`src/inc/fstc_pkg.sv`:
```
// Constants, register map and carrier types of the flash sink timing control.
// Assumes a 250 MHz clock and an APB master with 32-bit data.
package fstc_pkg;

	// Register indices; the byte address is four times the index.
	localparam logic [3:0] IDX_POWER   = 4'h0;
	localparam logic [3:0] IDX_TORCH   = 4'h1;
	localparam logic [3:0] IDX_FLASH   = 4'h2;
	localparam logic [3:0] IDX_CONTROL = 4'h3;
	localparam logic [3:0] IDX_FIXED   = 4'h4;
	localparam logic [3:0] IDX_LIMIT   = 4'h5;
	localparam logic [3:0] IDX_STATUS  = 4'h8;

	// Field positions.
	localparam int POS_PUMP_POWER  = 0;
	localparam int POS_SINK_A      = 1;
	localparam int POS_TORCH_ON    = 4;
	localparam int POS_TORCH_PIN   = 5;
	localparam int POS_FLASH_ON    = 6;
	localparam int POS_FLASH_SOFT  = 7;

	// Values after reset.
	localparam logic [3:0] RST_POWER     = 4'h0;
	localparam logic [1:0] RST_MODE_SEL  = 2'h1;
	localparam logic [7:0] RST_LEVEL     = 8'h00;
	localparam logic [2:0] RST_DURATION  = 3'h1;

	// Duration modes of the timing select field.
	localparam logic [1:0] MODE_FIXED = 2'h0;
	localparam logic [1:0] MODE_LIMIT = 2'h1;

	// Timing.
	localparam int CLOCK_PERIOD_NS = 4;
	localparam int MS_NS           = 1000000;
	localparam int CYCLES_PER_MS   = MS_NS / CLOCK_PERIOD_NS;
	localparam int STEP_MS         = 100;
	localparam int MS_WIDTH        = 10;

	typedef enum logic [3:0] {
		FS_IDLE  = 4'h1,
		FS_FIXED = 4'h2,
		FS_LIMIT = 4'h4,
		FS_OPEN  = 4'h8
	} fstc_flash_state_t;

	typedef struct packed {
		logic        psel;
		logic        penable;
		logic        pwrite;
		logic [11:0] paddr;
		logic [31:0] pwdata;
	} fstc_apb_req_t;

	typedef struct packed {
		logic [31:0] prdata;
		logic        pready;
		logic        pslverr;
	} fstc_apb_rsp_t;

endpackage

```
`src/fstc_flash_sink_timing_control.sv`:
```
// Flash sink timing control: register file, flash pulse sequencer and sink drive.
// Assumes the trigger and torch pins are synchronous to clock and an APB master drives apbReq.
`timescale 1ns/100ps

// Behaviour
// Flash current of the paralleled sinks is gated by the trigger pin per mode.
// Mode one starts on trigger rise and lasts the fixed duration only.
// Mode two stops on trigger fall or when the programmed limit expires.
// Mode three runs from trigger rise to trigger fall without limit.
// Select field bits 1:0 picks mode: 00 one, 01 two, 1x three; resets 01.
// Power register bits 1 to 3 switch each sink on; reset off.
// Torch soft bit 4 applies torch level when set; ignored under pin control.
// Torch source bit 5 chooses soft bit when 0, torch pin when 1.
// Flash soft bit 6 applies flash level when set; ignored under pin control.
// Flash source bit 7 chooses trigger pin when 0, flash soft bit when 1.
// Fixed duration code bits 2:0, reset 001, gives 100 ms to 800 ms.
// A millisecond counter measures limits and restarts on each new pulse.
module fstc_flash_sink_timing_control
#(
	parameter int CYCLES_PER_MS = fstc_pkg::CYCLES_PER_MS
)
(
	// Clock and reset
	input  wire logic                    clock,
	input  wire logic                    rst,
	// APB register bus
	input  wire fstc_pkg::fstc_apb_req_t apbReq,
	output      fstc_pkg::fstc_apb_rsp_t apbRsp,
	// Camera module pins
	input  wire logic                    flashTriggerPin,
	input  wire logic                    torchPin,
	// Sink drive
	output      logic [2:0]              sinkOn,
	output      logic [7:0]              sinkLevel,
	output      logic                    flashActive
);
	localparam int MW = fstc_pkg::MS_WIDTH;

	logic [3:0]                  powerCtrl;
	logic [1:0]                  modeSel;
	logic                        torchSoftOn;
	logic                        torchPinSel;
	logic                        flashSoftOn;
	logic                        flashSoftSel;
	logic [7:0]                  torchLevel;
	logic [7:0]                  flashLevel;
	logic [2:0]                  fixedCode;
	logic [2:0]                  limitCode;
	logic [3:0]                  regIdx;
	logic                        regWrite;
	logic [7:0]                  regWdata;
	logic [7:0]                  regRdata;
	logic                        regHit;
	logic                        triggerPrev;
	logic                        triggerRise;
	logic                        pulseStart;
	logic [MW-1:0]               msCount;
	logic [MW-1:0]               fixedMs;
	logic [MW-1:0]               limitMs;
	logic                        flashCur;
	logic                        torchCur;
	fstc_pkg::fstc_flash_state_t state;
	fstc_pkg::fstc_flash_state_t next_state;
	logic [2:0]                  next_sinkOn;
	logic [7:0]                  next_sinkLevel;

	fstc_apb_slave u_apb
	(
		.clock    (clock),
		.rst      (rst),
		.apbReq   (apbReq),
		.apbRsp   (apbRsp),
		.regIdx   (regIdx),
		.regWrite (regWrite),
		.regWdata (regWdata),
		.regRdata (regRdata),
		.regHit   (regHit)
	);

	fstc_ms_timer
	#(
		.CYCLES_PER_MS (CYCLES_PER_MS),
		.MS_WIDTH      (MW)
	)
	u_timer
	(
		.clock   (clock),
		.rst     (rst),
		.restart (pulseStart),
		.msCount (msCount)
	);

	// Power control register.
	always_ff @(posedge clock)
	begin
		if (rst)
			powerCtrl <= fstc_pkg::RST_POWER;
		else if (regWrite && (regIdx == fstc_pkg::IDX_POWER))
			powerCtrl <= regWdata[3:0];
	end

	// Sink control register.
	always_ff @(posedge clock)
	begin
		if (rst)
		begin
			modeSel      <= fstc_pkg::RST_MODE_SEL;
			torchSoftOn  <= 1'b0;
			torchPinSel  <= 1'b0;
			flashSoftOn  <= 1'b0;
			flashSoftSel <= 1'b0;
		end
		else if (regWrite && (regIdx == fstc_pkg::IDX_CONTROL))
		begin
			modeSel      <= regWdata[1:0];
			torchSoftOn  <= regWdata[fstc_pkg::POS_TORCH_ON];
			torchPinSel  <= regWdata[fstc_pkg::POS_TORCH_PIN];
			flashSoftOn  <= regWdata[fstc_pkg::POS_FLASH_ON];
			flashSoftSel <= regWdata[fstc_pkg::POS_FLASH_SOFT];
		end
	end

	// Level and duration registers.
	always_ff @(posedge clock)
	begin
		if (rst)
		begin
			torchLevel <= fstc_pkg::RST_LEVEL;
			flashLevel <= fstc_pkg::RST_LEVEL;
			fixedCode  <= fstc_pkg::RST_DURATION;
			limitCode  <= fstc_pkg::RST_DURATION;
		end
		else if (regWrite)
		begin
			if (regIdx == fstc_pkg::IDX_TORCH)
				torchLevel <= regWdata;
			if (regIdx == fstc_pkg::IDX_FLASH)
				flashLevel <= regWdata;
			if (regIdx == fstc_pkg::IDX_FIXED)
				fixedCode <= regWdata[2:0];
			if (regIdx == fstc_pkg::IDX_LIMIT)
				limitCode <= regWdata[2:0];
		end
	end

	// Read mux; reserved bits read as zero and the status word is read-only.
	always_comb
	begin
		regHit   = 1'b1;
		regRdata = 8'h00;
		unique case (regIdx)
			fstc_pkg::IDX_POWER:   regRdata = {4'h0, powerCtrl};
			fstc_pkg::IDX_TORCH:   regRdata = torchLevel;
			fstc_pkg::IDX_FLASH:   regRdata = flashLevel;
			fstc_pkg::IDX_CONTROL: regRdata = {flashSoftSel, flashSoftOn, torchPinSel,
				torchSoftOn, 2'h0, modeSel};
			fstc_pkg::IDX_FIXED:   regRdata = {5'h00, fixedCode};
			fstc_pkg::IDX_LIMIT:   regRdata = {5'h00, limitCode};
			fstc_pkg::IDX_STATUS:  regRdata = {1'b0, flashActive, flashTriggerPin,
				torchPin, 1'b0, sinkOn};
			default:               regHit   = 1'b0;
		endcase
	end

	// Trigger edge detection; the pin is already synchronous to clock.
	always_ff @(posedge clock)
	begin
		if (rst)
			triggerPrev <= 1'b0;
		else
			triggerPrev <= flashTriggerPin;
	end

	assign triggerRise = flashTriggerPin && !triggerPrev;
	// Each code step is one hundred milliseconds, code zero being the first step.
	assign fixedMs     = (MW'(fixedCode) + MW'(1)) * MW'(fstc_pkg::STEP_MS);
	assign limitMs     = (MW'(limitCode) + MW'(1)) * MW'(fstc_pkg::STEP_MS);
	assign pulseStart  = (state == fstc_pkg::FS_IDLE) && !flashSoftSel && triggerRise;

	// Flash pulse sequencer. Handing flash control to software aborts a running pulse.
	always_comb
	begin
		next_state = state;
		unique case (state)
			fstc_pkg::FS_IDLE:
			begin
				if (pulseStart)
				begin
					if (modeSel == fstc_pkg::MODE_FIXED)
						next_state = fstc_pkg::FS_FIXED;
					else if (modeSel == fstc_pkg::MODE_LIMIT)
						next_state = fstc_pkg::FS_LIMIT;
					else
						next_state = fstc_pkg::FS_OPEN;
				end
			end
			fstc_pkg::FS_FIXED:
			begin
				if (flashSoftSel || (msCount >= fixedMs))
					next_state = fstc_pkg::FS_IDLE;
			end
			fstc_pkg::FS_LIMIT:
			begin
				if (flashSoftSel || !flashTriggerPin || (msCount >= limitMs))
					next_state = fstc_pkg::FS_IDLE;
			end
			fstc_pkg::FS_OPEN:
			begin
				if (flashSoftSel || !flashTriggerPin)
					next_state = fstc_pkg::FS_IDLE;
			end
			default: next_state = fstc_pkg::FS_IDLE;
		endcase
	end

	always_ff @(posedge clock)
	begin
		if (rst)
			state <= fstc_pkg::FS_IDLE;
		else
			state <= next_state;
	end

	// Source selection for flash and torch current.
	assign flashCur = flashSoftSel ? flashSoftOn : (state != fstc_pkg::FS_IDLE);
	assign torchCur = torchPinSel ? torchPin : torchSoftOn;

	// Flash takes precedence over torch; a disabled sink carries no current.
	always_comb
	begin
		next_sinkLevel = 8'h00;
		if (flashCur)
			next_sinkLevel = flashLevel;
		else if (torchCur)
			next_sinkLevel = torchLevel;
		next_sinkOn = powerCtrl[fstc_pkg::POS_SINK_A +: 3] & {3{flashCur || torchCur}};
	end

	always_ff @(posedge clock)
	begin
		if (rst)
		begin
			sinkOn      <= 3'h0;
			sinkLevel   <= 8'h00;
			flashActive <= 1'b0;
		end
		else
		begin
			sinkOn      <= next_sinkOn;
			sinkLevel   <= next_sinkLevel;
			flashActive <= flashCur;
		end
	end

	mode_select_a: assert property (
		@(posedge clock) disable iff (rst)
		(pulseStart && modeSel[1]) |=> (state == fstc_pkg::FS_OPEN))
		else $error("mode three not entered for select 1x");

	fixed_start_a: assert property (
		@(posedge clock) disable iff (rst)
		(pulseStart && (modeSel == fstc_pkg::MODE_FIXED)) |=> (state == fstc_pkg::FS_FIXED))
		else $error("mode one pulse not started");

	fixed_hold_a: assert property (
		@(posedge clock) disable iff (rst)
		((state == fstc_pkg::FS_FIXED) && !flashSoftSel && (msCount < fixedMs))
		|=> (state == fstc_pkg::FS_FIXED))
		else $error("mode one pulse ended before its duration");

	limit_stop_a: assert property (
		@(posedge clock) disable iff (rst)
		((state == fstc_pkg::FS_LIMIT) && ((msCount >= limitMs) || !flashTriggerPin))
		|=> (state == fstc_pkg::FS_IDLE) ##1 !flashActive || flashSoftSel)
		else $error("mode two pulse not stopped");

	open_run_a: assert property (
		@(posedge clock) disable iff (rst)
		((state == fstc_pkg::FS_OPEN) && flashTriggerPin && !flashSoftSel)
		|=> (state == fstc_pkg::FS_OPEN))
		else $error("mode three pulse ended while trigger high");

	sink_gate_a: assert property (
		@(posedge clock) disable iff (rst)
		!powerCtrl[fstc_pkg::POS_SINK_A] |=> !sinkOn[0])
		else $error("disabled sink switched on");

	torch_pin_a: assert property (
		@(posedge clock) disable iff (rst)
		(torchPinSel && torchPin && !flashCur) |=> (sinkLevel == $past(torchLevel)))
		else $error("torch pin level not applied");

	torch_ignore_a: assert property (
		@(posedge clock) disable iff (rst)
		(torchPinSel && !torchPin && !flashCur) |=> (sinkOn == 3'h0))
		else $error("torch soft bit acted under pin control");

	flash_soft_a: assert property (
		@(posedge clock) disable iff (rst)
		(!flashSoftSel && (state == fstc_pkg::FS_IDLE) && !torchCur)
		|=> (sinkOn == 3'h0))
		else $error("flash soft bit acted under pin control");

	flash_source_a: assert property (
		@(posedge clock) disable iff (rst)
		(flashSoftSel && flashSoftOn) |=> (flashActive && (sinkLevel == $past(flashLevel))))
		else $error("flash soft control not applied");

	timer_restart_a: assert property (
		@(posedge clock) disable iff (rst)
		pulseStart |=> (msCount == '0) ##1 (msCount <= MW'(1)))
		else $error("millisecond counter not restarted");

	fixed_reset_a: assert property (
		@(posedge clock)
		($past(rst) && !rst) |-> (fixedCode == fstc_pkg::RST_DURATION)
			&& (modeSel == fstc_pkg::RST_MODE_SEL))
		else $error("duration or mode reset value wrong");
endmodule

```
`src/fstc_apb_slave.sv`:
```
// APB slave front end: decodes word addresses and registers the answer.
// Assumes the register file gives read data and a hit flag for regIdx combinationally.
`timescale 1ns/100ps
module fstc_apb_slave
(
	// Clock and reset
	input  wire logic                   clock,
	input  wire logic                   rst,
	// APB
	input  wire fstc_pkg::fstc_apb_req_t apbReq,
	output      fstc_pkg::fstc_apb_rsp_t apbRsp,
	// Register file side
	output      logic [3:0]             regIdx,
	output      logic                   regWrite,
	output      logic [7:0]             regWdata,
	input  wire logic [7:0]             regRdata,
	input  wire logic                   regHit
);
	logic aligned;

	// Only aligned words inside the low sixty-four bytes can hit a register.
	assign aligned  = (apbReq.paddr[1:0] == 2'h0) && (apbReq.paddr[11:6] == 6'h00);
	assign regIdx   = apbReq.paddr[5:2];
	assign regWdata = apbReq.pwdata[7:0];
	// A write lands on the edge where the master sees pready high.
	assign regWrite = apbReq.psel && apbReq.penable && apbReq.pwrite && apbRsp.pready
		&& aligned && regHit;

	// One wait state: pready rises in the second access cycle and lasts one cycle.
	always_ff @(posedge clock)
	begin
		if (rst)
		begin
			apbRsp <= '0;
		end
		else
		begin
			apbRsp.pready  <= apbReq.psel && apbReq.penable && !apbRsp.pready;
			apbRsp.pslverr <= apbReq.psel && apbReq.penable && !apbRsp.pready
				&& !(aligned && regHit);
			apbRsp.prdata  <= (aligned && regHit && !apbReq.pwrite)
				? {24'h000000, regRdata} : 32'h00000000;
		end
	end
endmodule

```
`src/fstc_ms_timer.sv`:
```
// Millisecond counter that restarts from zero and saturates at its top value.
// Assumes restart is a one-cycle pulse from the flash sequencer.
`timescale 1ns/100ps
module fstc_ms_timer
#(
	parameter int CYCLES_PER_MS = fstc_pkg::CYCLES_PER_MS,
	parameter int MS_WIDTH      = fstc_pkg::MS_WIDTH
)
(
	// Clock and reset
	input  wire logic                clock,
	input  wire logic                rst,
	// Control and count
	input  wire logic                restart,
	output      logic [MS_WIDTH-1:0] msCount
);
	localparam int PW = $clog2(CYCLES_PER_MS + 1);

	logic [PW-1:0] prescale;
	logic          msTick;

	assign msTick = (prescale == PW'(CYCLES_PER_MS - 1));

	always_ff @(posedge clock)
	begin
		if (rst || restart || msTick)
			prescale <= '0;
		else
			prescale <= prescale + PW'(1);
	end

	// Saturation keeps an unlimited pulse from wrapping into a false limit.
	always_ff @(posedge clock)
	begin
		if (rst || restart)
			msCount <= '0;
		else if (msTick && (msCount != {MS_WIDTH{1'b1}}))
			msCount <= msCount + MS_WIDTH'(1);
	end
endmodule

```
`config.mk`:
```
export PLATFORM = sky130hd
export DESIGN_NAME = fstc_flash_sink_timing_control
export DESIGN_NICKNAME = d
export VERILOG_FILES = /design/src/inc/fstc_pkg.sv /design/src/fstc_flash_sink_timing_control.sv /design/src/fstc_apb_slave.sv /design/src/fstc_ms_timer.sv
export SDC_FILE = /design/constraint.sdc
export NUM_CORES = 1
export LEC_CHECK = 0
export BUFFER_PORTS_ARGS = -buffer_cell sky130_fd_sc_hd__buf_2
export CAP_MARGIN = 20
export CELL_PAD_IN_SITES_DETAIL_PLACEMENT = 0
export CELL_PAD_IN_SITES_GLOBAL_PLACEMENT = 2
export CORE_MARGIN = 1.5
export CORE_UTILIZATION = 33
export DETAILED_ROUTE_END_ITERATION = 12
export GPL_TIMING_DRIVEN = 0
export PLACE_DENSITY = 0.78
export SETUP_SLACK_MARGIN = 0.05
export SYNTH_ARGS = -nofsm -noshare
export SYNTH_HDL_FRONTEND = slang
export SYNTH_SLANG_ARGS = --single-unit
```
`constraint.sdc`:
```
create_clock -name clock -period 4.65 [get_ports clock]
set_clock_uncertainty 0.2 [all_clocks]
set_input_delay 1.1625 -clock clock [delete_from_list [all_inputs] [get_ports clock]]
set_output_delay 1.1625 -clock clock [all_outputs]
set_load 0.005 [all_outputs]
```
==> Word-level counts from Yosys, hierarchy flattened <==
Cells that the tools add are included.
{ "totals": {"reg_bits": 111, "latch_bits": 0, "ramBits": 0, "mem_bits_ro": 0, "in_bits": 51, "output_inout_bits": 46, "word_cells": 101, "n_memories": 0} }
{ "op_classes": {"n_addsub": 4, "n_mul": 2, "div": 0, "magnitude_cmp": 2, "n_eq_ne": 18, "shifts": 0, "n_mux": 13, "bitwise": 2, "reduce_logical": 39} }
{ "op_table": {"columns": ["op", "count"], "rows": [
  ["8-bit case mux with 7 select lines", 1],
  ["4-bit 2-to-1 mux", 6],
  ["10-bit greater-or-equal comparator", 2],
  ["18-bit by 1-bit adder with 18-bit output, second input constant", 1],
  ["18-bit == test, second input constant", 1],
  ["1-bit logical AND", 16],
  ["4-bit by 5-bit multiplier with 8-bit output, second input constant", 2],
  ["8-bit 2-to-1 mux", 2],
  ["4-bit case mux with 4 select lines", 1],
  ["4-bit by 2-bit == test with 1-bit output, second input constant", 3],
  ["4-bit by 3-bit == test with 1-bit output, second input constant", 3],
  ["10-bit by 1-bit adder with 10-bit output, second input constant", 1],
  ["10-bit inequality test, second input constant", 1],
  ["3-bit by 1-bit adder with 4-bit output, second input constant", 2],
  ["4-bit by 1-bit == test with 1-bit output, second input constant", 2],
  ["4-bit == test, second input constant", 2],
  ["2-bit AND reduction", 4],
  ["7-bit OR reduction", 1],
  ["1-bit logical NOT", 6],
  ["6-bit logical NOT", 1],
  ["1-bit logical OR", 6],
  ["2-bit inequality test, second input constant", 3],
  ["2-bit logical NOT", 2],
  ["4-bit logical NOT", 1],
  ["8 further kinds", 10]
]} }

==> Longest topological paths before layout <==
Gate-level depths: netlist of run 1.
{ "logic_depth": {"ltp_word": 7, "depth_mapped": 15, "ltp_nobuf": 15} }

==> Cells and area by module <==
Synthesis of run 1 repeated with hierarchy kept, for this count alone.
{ "hier_totals": {"hier_cells": 533, "area_unflattened_um2": 4943.5} }
{ "by_module_without_submodules": {"columns": ["module", "n_inst", "cells_each", "area_per_inst_um2", "seq_area_each_um2"], "rows": [
  ["fstc_flash_sink_timing_control", 1, 310, 2861.5, 980.9],
  ["fstc_ms_timer", 1, 150, 1346.3, 560.5],
  ["fstc_apb_slave", 1, 73, 735.7, 200.2]
]} }

==> Least setup slack after synthesis of run 1 <==
OpenSTA, ideal clock, no wires.
{ "synth_path": {"path_type": "flip-flop to flip-flop", "from": "register fixedCode[0]", "to": "register state[1]", "setup_ps": 117, "arrival_ps": 2940, "t_required_ps": 4333, "setup_slack_ps": 1393, "path_stages_with_launch": 15, "n_path_buf": 0, "period_less_slack_ps": 3257, "path_cell_list": "dfxtp_1 > ha_1 > xnor2_1 > ha_1 > inv_1 > ha_1 > nor2b_1 > xnor2_1 > ha_1 > and4_1 > o211ai_1 > nor2_1 > o31ai_1 > nor2_1 > a32o_1"} }
{ "synth_via": {"elab_chain_len": 6} }
{ "synth_rtl": {"columns": ["element", "line_no", "text"], "rows": [
  ["from (decl)", "fstc_flash_sink_timing_control.sv:47", "logic [2:0] fixedCode;"],
  ["from (signal assigned)", "fstc_flash_sink_timing_control.sv:130", "fixedCode <= fstc_pkg::RST_DURATION;"],
  ["from (signal assigned)", "fstc_flash_sink_timing_control.sv:140", "fixedCode <= regWdata[2:0];"],
  ["3-bit by 1-bit adder with 4-bit output", "fstc_flash_sink_timing_control.sv:176", "assign fixedMs = (MW'(fixedCode) + MW'(1)) * MW'(fstc_pkg::STEP_MS);"],
  ["4-bit by 5-bit multiplier with 8-bit output", "fstc_flash_sink_timing_control.sv:176", null],
  ["10-bit greater-or-equal comparator", "fstc_flash_sink_timing_control.sv:199", "if (flashSoftSel || (msCount >= fixedMs))"],
  ["1-bit logical OR", "fstc_flash_sink_timing_control.sv:199", null],
  ["2-bit inequality test (no source line)", null, null],
  ["4-bit AND reduction (no source line)", null, null],
  ["to (signal assigned)", "fstc_flash_sink_timing_control.sv:219", "state <= fstc_pkg::FS_IDLE;"],
  ["to (signal assigned)", "fstc_flash_sink_timing_control.sv:221", "state <= next_state;"],
  ["to (decl)", "fstc_flash_sink_timing_control.sv:62", "fstc_pkg::fstc_flash_state_t state;"]
]} }
No other way between the ends.
A chain may end at the register's enable or synchronous reset.

==> Worst setup path in the final report of run 1 <==
Ends and elaborated chain as after synthesis.

==> results of run 1 <==
[per-stage QoR]
step           setup slack, ns  area (sq um)
2_1_floorplan            1.393          4712
3_3_place_gp            0.8960          5172
3_5_place_dp            0.8469          5172
4_1_cts                 0.8244          5474
5_1_grt                 0.4651          5474
6_report                0.8685          5474
[worst max-delay path, stage by stage, from the launching register on]
cell	delay (ns)
dfxtp_1	0.36
ha_1	0.22
xnor2_1	0.40
ha_1	0.32
inv_1	0.06
ha_1	0.24
nor2b_1	0.16
xnor2_1	0.23
ha_1	0.31
and4_1	0.21
o211ai_1	0.09
nor2_1	0.10
o31ai_1	0.38
nor2_1	0.14
a32o_1	0.24
[report_power, final]
| part | leakage, nW | switching [mW] | total [mW] | internal [mW] |
|---|---|---|---|---|
| registers | 0.702 | 0.00567 | 0.758 | 0.753 |
| clock network | 0.149 | 0.314 | 0.738 | 0.424 |
| logic | 1.52 | 0.0743 | 0.123 | 0.0486 |
[layout make-up]
type	instances	area (sq um)
timing repair buffer	47	235.2
buffer	40	252.7
fill	1439	8299
tap	180	225.2
multi-input combinational	389	2635
inverter	22	82.58
clock inverter	6	76.32
sequential	87	1742
clock buffer	9	225.2
[registers in the layout, indices dropped and copies added, names as in the netlist]
| signal | count |
|---|---|
| fixedCode | 3 |
| flashActive | 1 |
| flashLevel | 8 |
| flashSoftOn | 1 |
| flashSoftSel | 1 |
| limitCode | 3 |
| modeSel | 2 |
| powerCtrl | 4 |
| sinkLevel | 8 |
| sinkOn | 3 |
| state | 4 |
| torchLevel | 8 |
| torchPinSel | 1 |
| torchSoftOn | 1 |
| triggerPrev | 1 |
| u_apb.apbRsp | 10 |
| u_timer.msCount | 10 |
| u_timer.prescale | 18 |
[logic make-up after synthesis]
logic type	synth area share [%]
fa+ha+maj	8.724
other cells	0.08120
buf+inv	7.261
mux	9.428
xor+xnor	6.827
simple gates	21.65
flops	37.71
compound gates	8.318
[layer usage]
metal	global-route usage (%)	part of all wire, %
met1	21.81	50
met2	23.52	43
met3	2.162	5.3
met4	7.353	2.0
met5	0	0
[Yosys cell counts (2+ instances only)]
cell / count / area [sq um]
a21oi_1: 15 / 75.07
nand4b_1: 2 / 17.52
or3_1: 2 / 12.51
and4_1: 3 / 26.28
buf_2: 4 / 20.02
inv_1: 22 / 82.58
dfxtp_1: 87 / 1742
and3_1: 12 / 75.07
nor2b_1: 12 / 75.07
nor2_1: 81 / 304.0
a21o_1: 2 / 15.01
o31ai_1: 2 / 15.01
a222oi_1: 3 / 30.03
mux2_2: 4 / 45.04
a22oi_1: 2 / 15.01
nand3_1: 13 / 65.06
o211ai_1: 2 / 15.01
xor2_1: 16 / 140.1
a22o_1: 11 / 96.34
o21ai_0: 8 / 40.04
nor3b_1: 2 / 15.01
buf_4: 24 / 180.2
nor3_1: 11 / 55.05
ha_1: 29 / 362.9
mux2i_1: 39 / 390.4
xnor2_1: 20 / 175.2
nor3_2: 2 / 20.02
nor4_1: 6 / 37.54
nor4bb_1: 2 / 20.02
fa_1: 2 / 40.04
nand2_1: 28 / 105.1
clkbuf_1: 10 / 37.54
nand2b_1: 3 / 18.77
nand4_1: 6 / 37.54
and2_1: 6 / 37.54
[cells in the final DEF (no fill, tap or decap), types with 3 or more instances in the layout]
cell type / synthesis / layout
a21oi_1: 15 / 15
a222oi_1: 3 / 3
a22o_1: 11 / 11
and2_1: 6 / 6
and3_1: 12 / 12
and4_1: 3 / 3
buf_2: 4 / 51
buf_4: 24 / 24
clkbuf_1: 10 / 10
clkbuf_16: 0 / 9
conb_1: 1 / 26
dfxtp_1: 87 / 87
ha_1: 29 / 29
inv_1: 22 / 22
inv_6: 0 / 3
mux2_2: 4 / 4
mux2i_1: 39 / 39
nand2_1: 28 / 28
nand2b_1: 3 / 3
nand3_1: 13 / 13
nand4_1: 6 / 6
nor2_1: 81 / 81
nor2b_1: 12 / 12
nor3_1: 11 / 11
nor4_1: 6 / 6
o21ai_0: 8 / 8
xnor2_1: 20 / 20
xor2_1: 16 / 16
[worst min path at each step]
stage,end,slack (ns),cells past startpoint
after global placement,u_apb.apbRsp[1]$_SDFF_PP0_,0.24,1
after global routing,u_apb.apbRsp[1]$_SDFF_PP0_,0.29,1
after CTS,u_apb.apbRsp[1]$_SDFF_PP0_,0.26,1
final,u_apb.apbRsp[1]$_SDFF_PP0_,0.26,1
after detailed placement,u_apb.apbRsp[1]$_SDFF_PP0_,0.25,1
after floorplan,u_timer.prescale[0]$_SDFF_PP0_,0.23,1
==> results by group, run 1 <==
Finish
  – Diode count: 0
  – Area Growth Syn to Fin: 18.53%
  – Number of nets in the finished design: 678
  – Layout cells sized above 1: 17.00%
  – Final core utilization: 39.74%
  – Non-Filler Instances: 780

Timing
  – Min Tclk post-route: 3.781 ns
  – Hold Vio Cnt, Final: 0
  – Ratio of final minimum period to clock period: 81.32%
  – RSZ-0062 raised after global routing: no
  – Final setup violating endpoints: 0
  – Slew @ Worst Pin: 0.9402 ns
  – Relative slew slack: 36.74%
  – Max Transition Viols Final: 0
  – Final setup TNS: 0 ns
  – FMAX: 264.4 MHz
  – Min Hold Slack: 0.2551 ns

Detailed routing
  – Pre-antenna DRT Iters: 4
  – Routed WL: 10.89 mm
  – Initial DRC count: 232
  – Avg WL per Cell: 13.97 um
  – Post-detailed-route count of antenna-violating nets: 0
  – DR vias/cell: 4.736
  – # DRC: 0
  – Via count: 3694

Logic synthesis
  – Seq/Total Area, Yosys: 37.71%
  – Post-synth EDFFs: 0
  – Synth cell types: 55
  – Cells after synthesis: 513
  – Area of the mapped netlist: 0.004618 sq mm
  – Post-Syn Area per Cell: 9.002 sq um
  – Number of synthesized register bits: 87
  – YS warnings: 0
  – Synth Flop Type: dfxtp_1
  – Ys async rst share: 0%

Die
  – Die ar.: 0.01471 sq mm
  – IO Pins: 97
  – Die Wd: 121.3 um
  – Core Region: 0.01377 sq mm
  – Initial Util: 33.53%
  – Die H: 121.3 um
  – Row cnt: 43

CTS
  – CTS tree: yes
  – Cts hold-fix bufs: 0
  – CTS root buf: clkbuf_16
  – Clk buf depth: 2
  – CTS buffer count: 9
  – Worst skew pair latency: 0.35 ns
  – Htree depth: 3
  – Clk slew on worst S/H paths: 0.07 ns
  – PostCTS Resize Cnt: 0
  – Clock Sinks: 87
  – Post-CTS setup buffer count: 0

Placed design
  – Dpl cells: 765
  – Routability cong.: 0.7800
  – IO Port Bufs: 47
  – Detailed placement HPWL: 8.315 mm

Worst hold path
  – Hold Crit Start: u_apb.apbRsp[1]$_SDFF_PP0_
  – Hold Crit Class: reg2reg

Global routing
  – First-pass GRT wire length: 17.58 mm
  – Overflow left after global routing: 0
  – Vias in the first global route: 3407
  – Largest net degree at the start of global routing: 17
  – GRT Total Usage: 15.57%
  – Antenna violations before repair: 0

Critical path
  – FF-to-FF Start: fixedCode[0]$_SDFFE_PP1P_
  – R2R depth: 14
  – CP required: 4.68 ns
  – Critical Path End: state[1]$_SDFFE_PP0P_
  – Worst-path maximum fanout: 5
  – Reg-to-reg endpoint: state[1]$_SDFFE_PP0P_
  – Flop-to-flop setup slack: 0.87 ns
  – CP endpoint kind: register
  – Crit. Startpoint: fixedCode[0]$_SDFFE_PP1P_
  – Critical Path AT: 3.82 ns
  – CP startpoint kind: register
  – Crit path kind: reg2reg

Power
  – Pwr dens: 295.7 mW/mm^2
  – Total power: 1.619 mW
  – Peak supply drop: 0.1735 mV
  – P_leak: 2.370 nW

Run status
  – Status: finished clean

Job
  – Max-cap viol count: 0
Note: power is estimated with default switching activity, not from simulation.
==> run 2: changes to the inputs <==
CORE_UTILIZATION = 30   (was 33)
PLACE_DENSITY = 0.75   (was 0.78)
clock period = 3.35 ns   (was 4.65 ns; I/O delays follow)
==> results by group, run 2 (synthesis gave the netlist of run 1 again) <==
Run status
  – Status: finished clean

Finish
  – Diode count: 0 (unchanged)
  – Most common cell after layout, fill and taps aside: dfxtp_1
  – Most frequent cells in the layout: dfxtp_1, nor2_1, buf_2
  – Final core utilization: 37.73% (-2.0 points)
  – Area Growth Syn to Fin: 23.27%
  – Largest regs: u_timer.prescale (18), u_apb.apbRsp (10), u_timer.msCount (10)
  – Layout cells sized above 1: 22.00% (+5.0 points)
  – Multi-input logic area: 0.002781 sq mm (+5.6%)
  – Area occupied by registers: 0.001750 sq mm (+0.50%)
  – Design area: 0.005693 sq mm (+4.0%)
  – Layout fillers: 1590 (+10%)
  – Number of nets in the finished design: 686 (+1.2%)
  – Max reg flops: 18 (unchanged)
  – Largest reg by FF count: u_timer.prescale

Placed design
  – Place WS: -0.3980 ns (-1.245 ns)
  – Routability cong.: 0.8204 (+5.2%)
  – IO Port Bufs: 47 (unchanged)
  – Detailed placement HPWL: 8.480 mm (+2.0%)
  – DP Area: 0.005182 sq mm (+0.19%)

Detailed routing
  – Avg WL per Cell: 14.33 um (+2.6%)
  – Initial DRC count: 194 (-16%)
  – Pre-antenna DRT Iters: 4 (unchanged)
  – Via count: 3744 (+1.4%)
  – # DRC: 0 (unchanged)
  – Routed WL: 11.42 mm (+4.9%)
  – DR vias/cell: 4.698 (-0.81%)
  – Post-detailed-route count of antenna-violating nets: 0 (unchanged)

Global routing
  – Vias in the first global route: 3508 (+3.0%)
  – Antenna violations before repair: 0 (unchanged)
  – GRT Total Usage: 14.89% (-0.68 points)
  – First-pass GRT wire length: 18.66 mm (+6.2%)
  – Largest net degree at the start of global routing: 18 (+1)
  – Overflow left after global routing: 0 (unchanged)

Die
  – IO Pins: 97 (unchanged)
  – Die ar.: 0.01615 sq mm (+9.7%)
  – Row cnt: 45 (+4.7%)
  – Initial Util: 30.61% (-2.9 points)
  – Core Region: 0.01509 sq mm (+9.6%)
  – Die H: 127.1 um (+4.8%)
  – Die Wd: 127.1 um (+4.8%)

CTS
  – Htree depth: 3 (unchanged)
  – CTS root buf: clkbuf_16
  – Clk buf depth: 2 (unchanged)
  – Clk slew on worst S/H paths: 0.07 ns (about the same)
  – Clock Sinks: 87 (unchanged)
  – Worst skew pair latency: 0.35 ns (about the same)
  – Cts hold-fix bufs: 0 (unchanged)
  – CTS buffer count: 9 (unchanged)
  – CTS tree: yes

Timing
  – Setup WS post-layout: 0.1048 ns (-0.7637 ns)
  – Slew @ Worst Pin: 0.9201 ns (-0.02016 ns)
  – Min Hold Slack: 0.2563 ns (+0.001207 ns)
  – Final setup violating endpoints: 0 (unchanged)
  – RSZ-0062 raised after global routing: yes
  – FMAX: 308.1 MHz (+17%)
  – Min Tclk post-route: 3.245 ns (-0.5363 ns)
  – Ratio of final minimum period to clock period: 96.87% (+16 points)
  – Relative slew slack: 38.10% (+1.4 points)
  – Max Transition Viols Final: 0 (unchanged)
  – Hold Vio Cnt, Final: 0 (unchanged)

Critical path
  – CP startpoint kind: register
  – Worst-path maximum fanout: 4 (-1)
  – CP endpoint kind: register
  – Critical Path AT: 3.29 ns (-0.53 ns)
  – Crit path kind: reg2reg
  – CP required: 3.39 ns (-1.29 ns)

Job
  – Max-cap viol count: 0 (unchanged)

Power
  – Pwr dens: 389.0 mW/mm^2 (+32%)
  – P_leak: 2.415 nW (+1.9%)
  – Total power: 2.215 mW (+37%)
  – Peak supply drop: 0.2338 mV (+35%)

Worst hold path
  – Hold Crit Class: reg2reg
-- run 2: worst paths after layout --
path	from	endpoint	slack (ns)	cells after the start
setup / recovery	fixedCode[0]$_SDFFE_PP1P_	state[1]$_SDFFE_PP0P_	0.10	12
hold / removal	u_timer.prescale[0]$_SDFF_PP0_	u_timer.prescale[0]$_SDFF_PP0_	0.26	1
setup reg to reg	fixedCode[0]$_SDFFE_PP1P_	state[1]$_SDFFE_PP0P_	0.10	12
hold reg to reg	u_timer.prescale[0]$_SDFF_PP0_	u_timer.prescale[0]$_SDFF_PP0_	0.26	1
-- run 2: repair_timing --
item | in CTS | in global routing
setup endpoints to repair | 4 | 3
hold endpoints to repair | 0 | 0
pin swaps | 14 | 10
buffers inserted | 8 | 0
resized for setup | 25 | 7
-- run 2: report_power, final --
| part | internal (mW) | total (mW) | leakage (nW) | switching, mW |
|---|---|---|---|---|
| combinational | 0.0733 | 0.183 | 1.57 | 0.109 |
| sequential | 1.04 | 1.05 | 0.702 | 0.00757 |
| clock | 0.519 | 0.982 | 0.141 | 0.463 |
-- run 2: metrics by stage --
step / TNS [ns] / instances
finish: 0 / 797
global placement: -1.325 / 773
CTS: 0 / 797
floorplan: 0 / 538
global route: -0.05007 / 797
detailed placement: -1.223 / 773
-- run 2: worst max-delay path, cell delays in order (launching register included) --
cell and delay (ns):
dfxtp_4 0.37, ha_4 0.18, xnor2_4 0.13, buf_6 0.14
xnor2_4 0.13, fa_1 0.48, ha_1 0.30, a21o_1 0.20
a21oi_2 0.17, o211ai_1 0.18, o31ai_4 0.31, nor2_2 0.08
a32o_1 0.26
-- run 2: cell type report --
cell class,instances,share of cell area [%]
Inverter,22,1.451
Tap cell,188,4.132
Timing Repair Buffer,55,5.253
Multi-Input combinational cell,389,48.86
Sequential cell,87,30.75
Clock inverter,7,1.165
Buffer,40,4.440
Clock buffer,9,3.956
-- run 2: layer usage --
layer | part of all wire, % | wire (um) | global-route usage (%) | vias up
li1 | - | - | - | 1914
met2 | 44 | 5056 | 22.60 | 76
met3 | 4.1 | 463 | 2.471 | 9
met1 | 50 | 5754 | 21.18 | 1745
met5 | 0 | 0 | 0 | -
met4 | 1.3 | 148 | 5.615 | 0
==> run 3: changes to the inputs <==
BUFFER_PORTS_ARGS = -buffer_cell sky130_fd_sc_hd__buf_4   (was -buffer_cell sky130_fd_sc_hd__buf_2)
==> results by group, run 3 (synthesis gave the netlist of run 1 again) <==
Power
  – Reg power frac: 47.2% (-0.2 points)
  – Pwr dens: 377.4 mW/mm^2 (-3.0%)
  – Peak supply drop: 0.2375 mV (+1.6%)
  – Switching Share: 26.04% (-0.12 points)
  – Int Power: 1.645 mW (+0.58%)
  – Sw power: 579.2 uW (about the same)
  – Logic pwr share: 8.7% (+0.5 points)
  – P_leak: 2.453 nW (+1.6%)
  – Clock power frac: 44.1% (-0.2 points)

Critical path
  – Critical Path AT: 3.28 ns (about the same)
  – Worst path top cell family by delay: adder cells
  – Max stage delay on crit path: 0.37 ns (-0.11 ns)
  – Most used cell along the critical path: ha_4
  – Worst-path maximum fanout: 4 (unchanged)
  – CP Cell Sequence: ha_4 -> xnor2_4 -> ha_4 -> inv_4 -> ha_4 -> nor2b_4 -> xnor2_2 -> ha_1 -> and4_1 -> o211ai_1 -> nor2_2 -> o31ai_4 -> nor2_2 -> a32o_1
  – Flop-to-flop setup slack: 0.11 ns (about the same)
  – Crit path kind: reg2reg
  – CP Buf/Inv Count: 1 (unchanged)
  – CP startpoint kind: register
  – CP required: 3.39 ns (about the same)
  – CP endpoint kind: register
  – Critical-path top delay cell: dfxtp_4

Detailed routing
  – Post-detailed-route count of antenna-violating nets: 0 (unchanged)
  – Avg WL per Cell: 14.48 um (+1.0%)
  – Via count: 3741 (-0.080%)
  – Pre-antenna DRT Iters: 5 (+1)
  – Routed WL: 11.60 mm (+1.5%)
  – DR vias/cell: 4.670 (-0.58%)
  – # DRC: 0 (unchanged)
  – Initial DRC count: 223 (+15%)

Global routing
  – Largest net degree at the start of global routing: 18 (unchanged)
  – First-pass GRT wire length: 18.32 mm (-1.8%)
  – Vias in the first global route: 3490 (-0.51%)
  – GRT Total Usage: 14.69% (-0.21 points)
  – Overflow left after global routing: 0 (unchanged)
  – Antenna violations before repair: 0 (unchanged)

Die
  – Initial Util: 30.61% (unchanged)
  – Row cnt: 45 (unchanged)
  – Die H: 127.1 um (unchanged)
  – Die ar.: 0.01615 sq mm (unchanged)
  – IO Pins: 97 (unchanged)
  – Core Region: 0.01509 sq mm (unchanged)
  – Die Wd: 127.1 um (unchanged)

Timing
  – Ratio of final minimum period to clock period: 96.84% (about the same)
  – Max Transition Viols Final: 0 (unchanged)
  – Relative slew slack: 35.27% (-2.8 points)
  – Setup WS post-layout: 0.1058 ns (+0.001008 ns)
  – Final setup TNS: 0 ns (unchanged)
  – Min Tclk post-route: 3.244 ns (-0.001008 ns)
  – Final setup violating endpoints: 0 (unchanged)
  – RSZ-0062 raised after global routing: yes
  – FMAX: 308.2 MHz (about the same)
  – Slew @ Worst Pin: 0.9620 ns (+0.04200 ns)
  – Hold Vio Cnt, Final: 0 (unchanged)

CTS
  – Clk buf depth: 2 (unchanged)
  – CTS tree: yes
  – CTS buffer count: 9 (unchanged)
  – Clock Sinks: 87 (unchanged)
  – Clk slew on worst S/H paths: 0.07 ns (about the same)
  – Worst skew pair latency: 0.35 ns (about the same)
  – Htree depth: 3 (unchanged)
  – Cts hold-fix bufs: 0 (unchanged)
  – CTS root buf: clkbuf_16

Finish
  – Largest reg by FF count: u_timer.prescale
  – Layout cells sized above 1: 23.65% (+1.7 points)
  – Diode count: 0 (unchanged)
  – Design area: 0.005893 sq mm (+3.5%)
  – Layout fillers: 1548 (-2.6%)
  – Area occupied by registers: 0.001755 sq mm (+0.29%)
  – Most frequent cells in the layout: buf_4, dfxtp_1, nor2_1
  – Area Growth Syn to Fin: 27.61%
  – Largest regs: u_timer.prescale (18), u_apb.apbRsp (10), u_timer.msCount (10)
  – Number of nets in the finished design: 690 (+0.58%)
  – Non-Filler Instances: 801 (+0.50%)
  – Multi-input logic area: 0.002830 sq mm (+1.8%)
  – Most common cell after layout, fill and taps aside: buf_4
  – Max reg flops: 18 (unchanged)
  – Final core utilization: 39.05% (+1.3 points)

Placed design
  – IO Port Bufs: 47 (unchanged)
  – Place WS: -0.4645 ns (-0.06658 ns)
  – Routability cong.: 0.7968 (-2.9%)
  – Detailed placement HPWL: 8.501 mm (+0.25%)
  – Dpl cells: 773 (unchanged)
  – DP Area: 0.005300 sq mm (+2.3%)

Job
  – Max-cap viol count: 0 (unchanged)

Worst hold path
  – Hold Crit Class: reg2reg

Run status
  – Status: finished clean
==> run 3: cell count changes in the layout (fill, tap and decap cells not counted), moves of 2 or more <==
cell / change
dfxtp_1: -2
buf_2: -47
ha_1: -2
buf_4: +52
==> run 3: layer usage <==
layer  vias up  part of all wire, %  wire length [um]  global-route usage (%)
met2        68                   45              5189                   22.19
met3        13                  3.6               418                   2.554
met5         -                    0                 0                       0
li1       1923                    -                 -                       -
met4         0                  1.5               179                   5.816
met1      1737                   50              5808                   20.79
==> run 3: power groups by stage <==
stage	logic (mW)	registers, mW	clock network (mW)
after global placement	0.181	1.08	0
after detailed placement	0.181	1.08	0
after global routing	0.215	1.05	1.05
after floorplan	0.112	1.07	0
after CTS	0.187	1.05	1.01
final	0.194	1.05	0.981
==> run 3: metrics by stage <==
step           total power [mW]  hold WS [ns]
2_1_floorplan             1.187        0.2261
3_3_place_gp              1.256        0.2423
3_5_place_dp              1.257        0.2553
4_1_cts                   2.250        0.2704
5_1_grt                   2.318        0.3062
6_report                  2.224        0.2676
==> run 3: worst paths after layout <==
path | endpoint | cells after the start | start
max | state[1]$_SDFFE_PP0P_ | 14 | fixedCode[0]$_SDFFE_PP1P_
min reg2reg | u_timer.prescale[0]$_SDFF_PP0_ | 1 | u_timer.prescale[0]$_SDFF_PP0_
min | u_timer.prescale[0]$_SDFF_PP0_ | 1 | u_timer.prescale[0]$_SDFF_PP0_
max reg2reg | state[1]$_SDFFE_PP0P_ | 14 | fixedCode[0]$_SDFFE_PP1P_
==> run 3: cell type report <==
class / instances / share of cell area, %
clock buffers: 9 / 3.822
clock inverters: 7 / 1.125
plain buffers: 40 / 4.289
inverters: 22 / 1.444
repair buffers: 59 / 7.516
well taps: 188 / 3.992
flip-flops and latches: 87 / 29.79
multi-input cells: 389 / 48.03
==> run 3: timing repair <==
item | 4_1_cts | 5_1_grt
buffers inserted | 7 | 5
endpoints found under the hold margin | 0 | 0
cloned | 0 | 0
endpoints found under the setup margin | 4 | 4
gates resized for setup | 28 | 15
pin swaps | 14 | 16
==> run 3: worst reg2reg max path: cells and delay by family, from the launching register on <==
kind | cells | cell delay, ns
compound gates | 3 | 0.63
fa+ha+maj | 4 | 0.95
buf+inv | 1 | 0.05
flops | 1 | 0.37
simple gates | 4 | 0.54
xor+xnor | 2 | 0.40
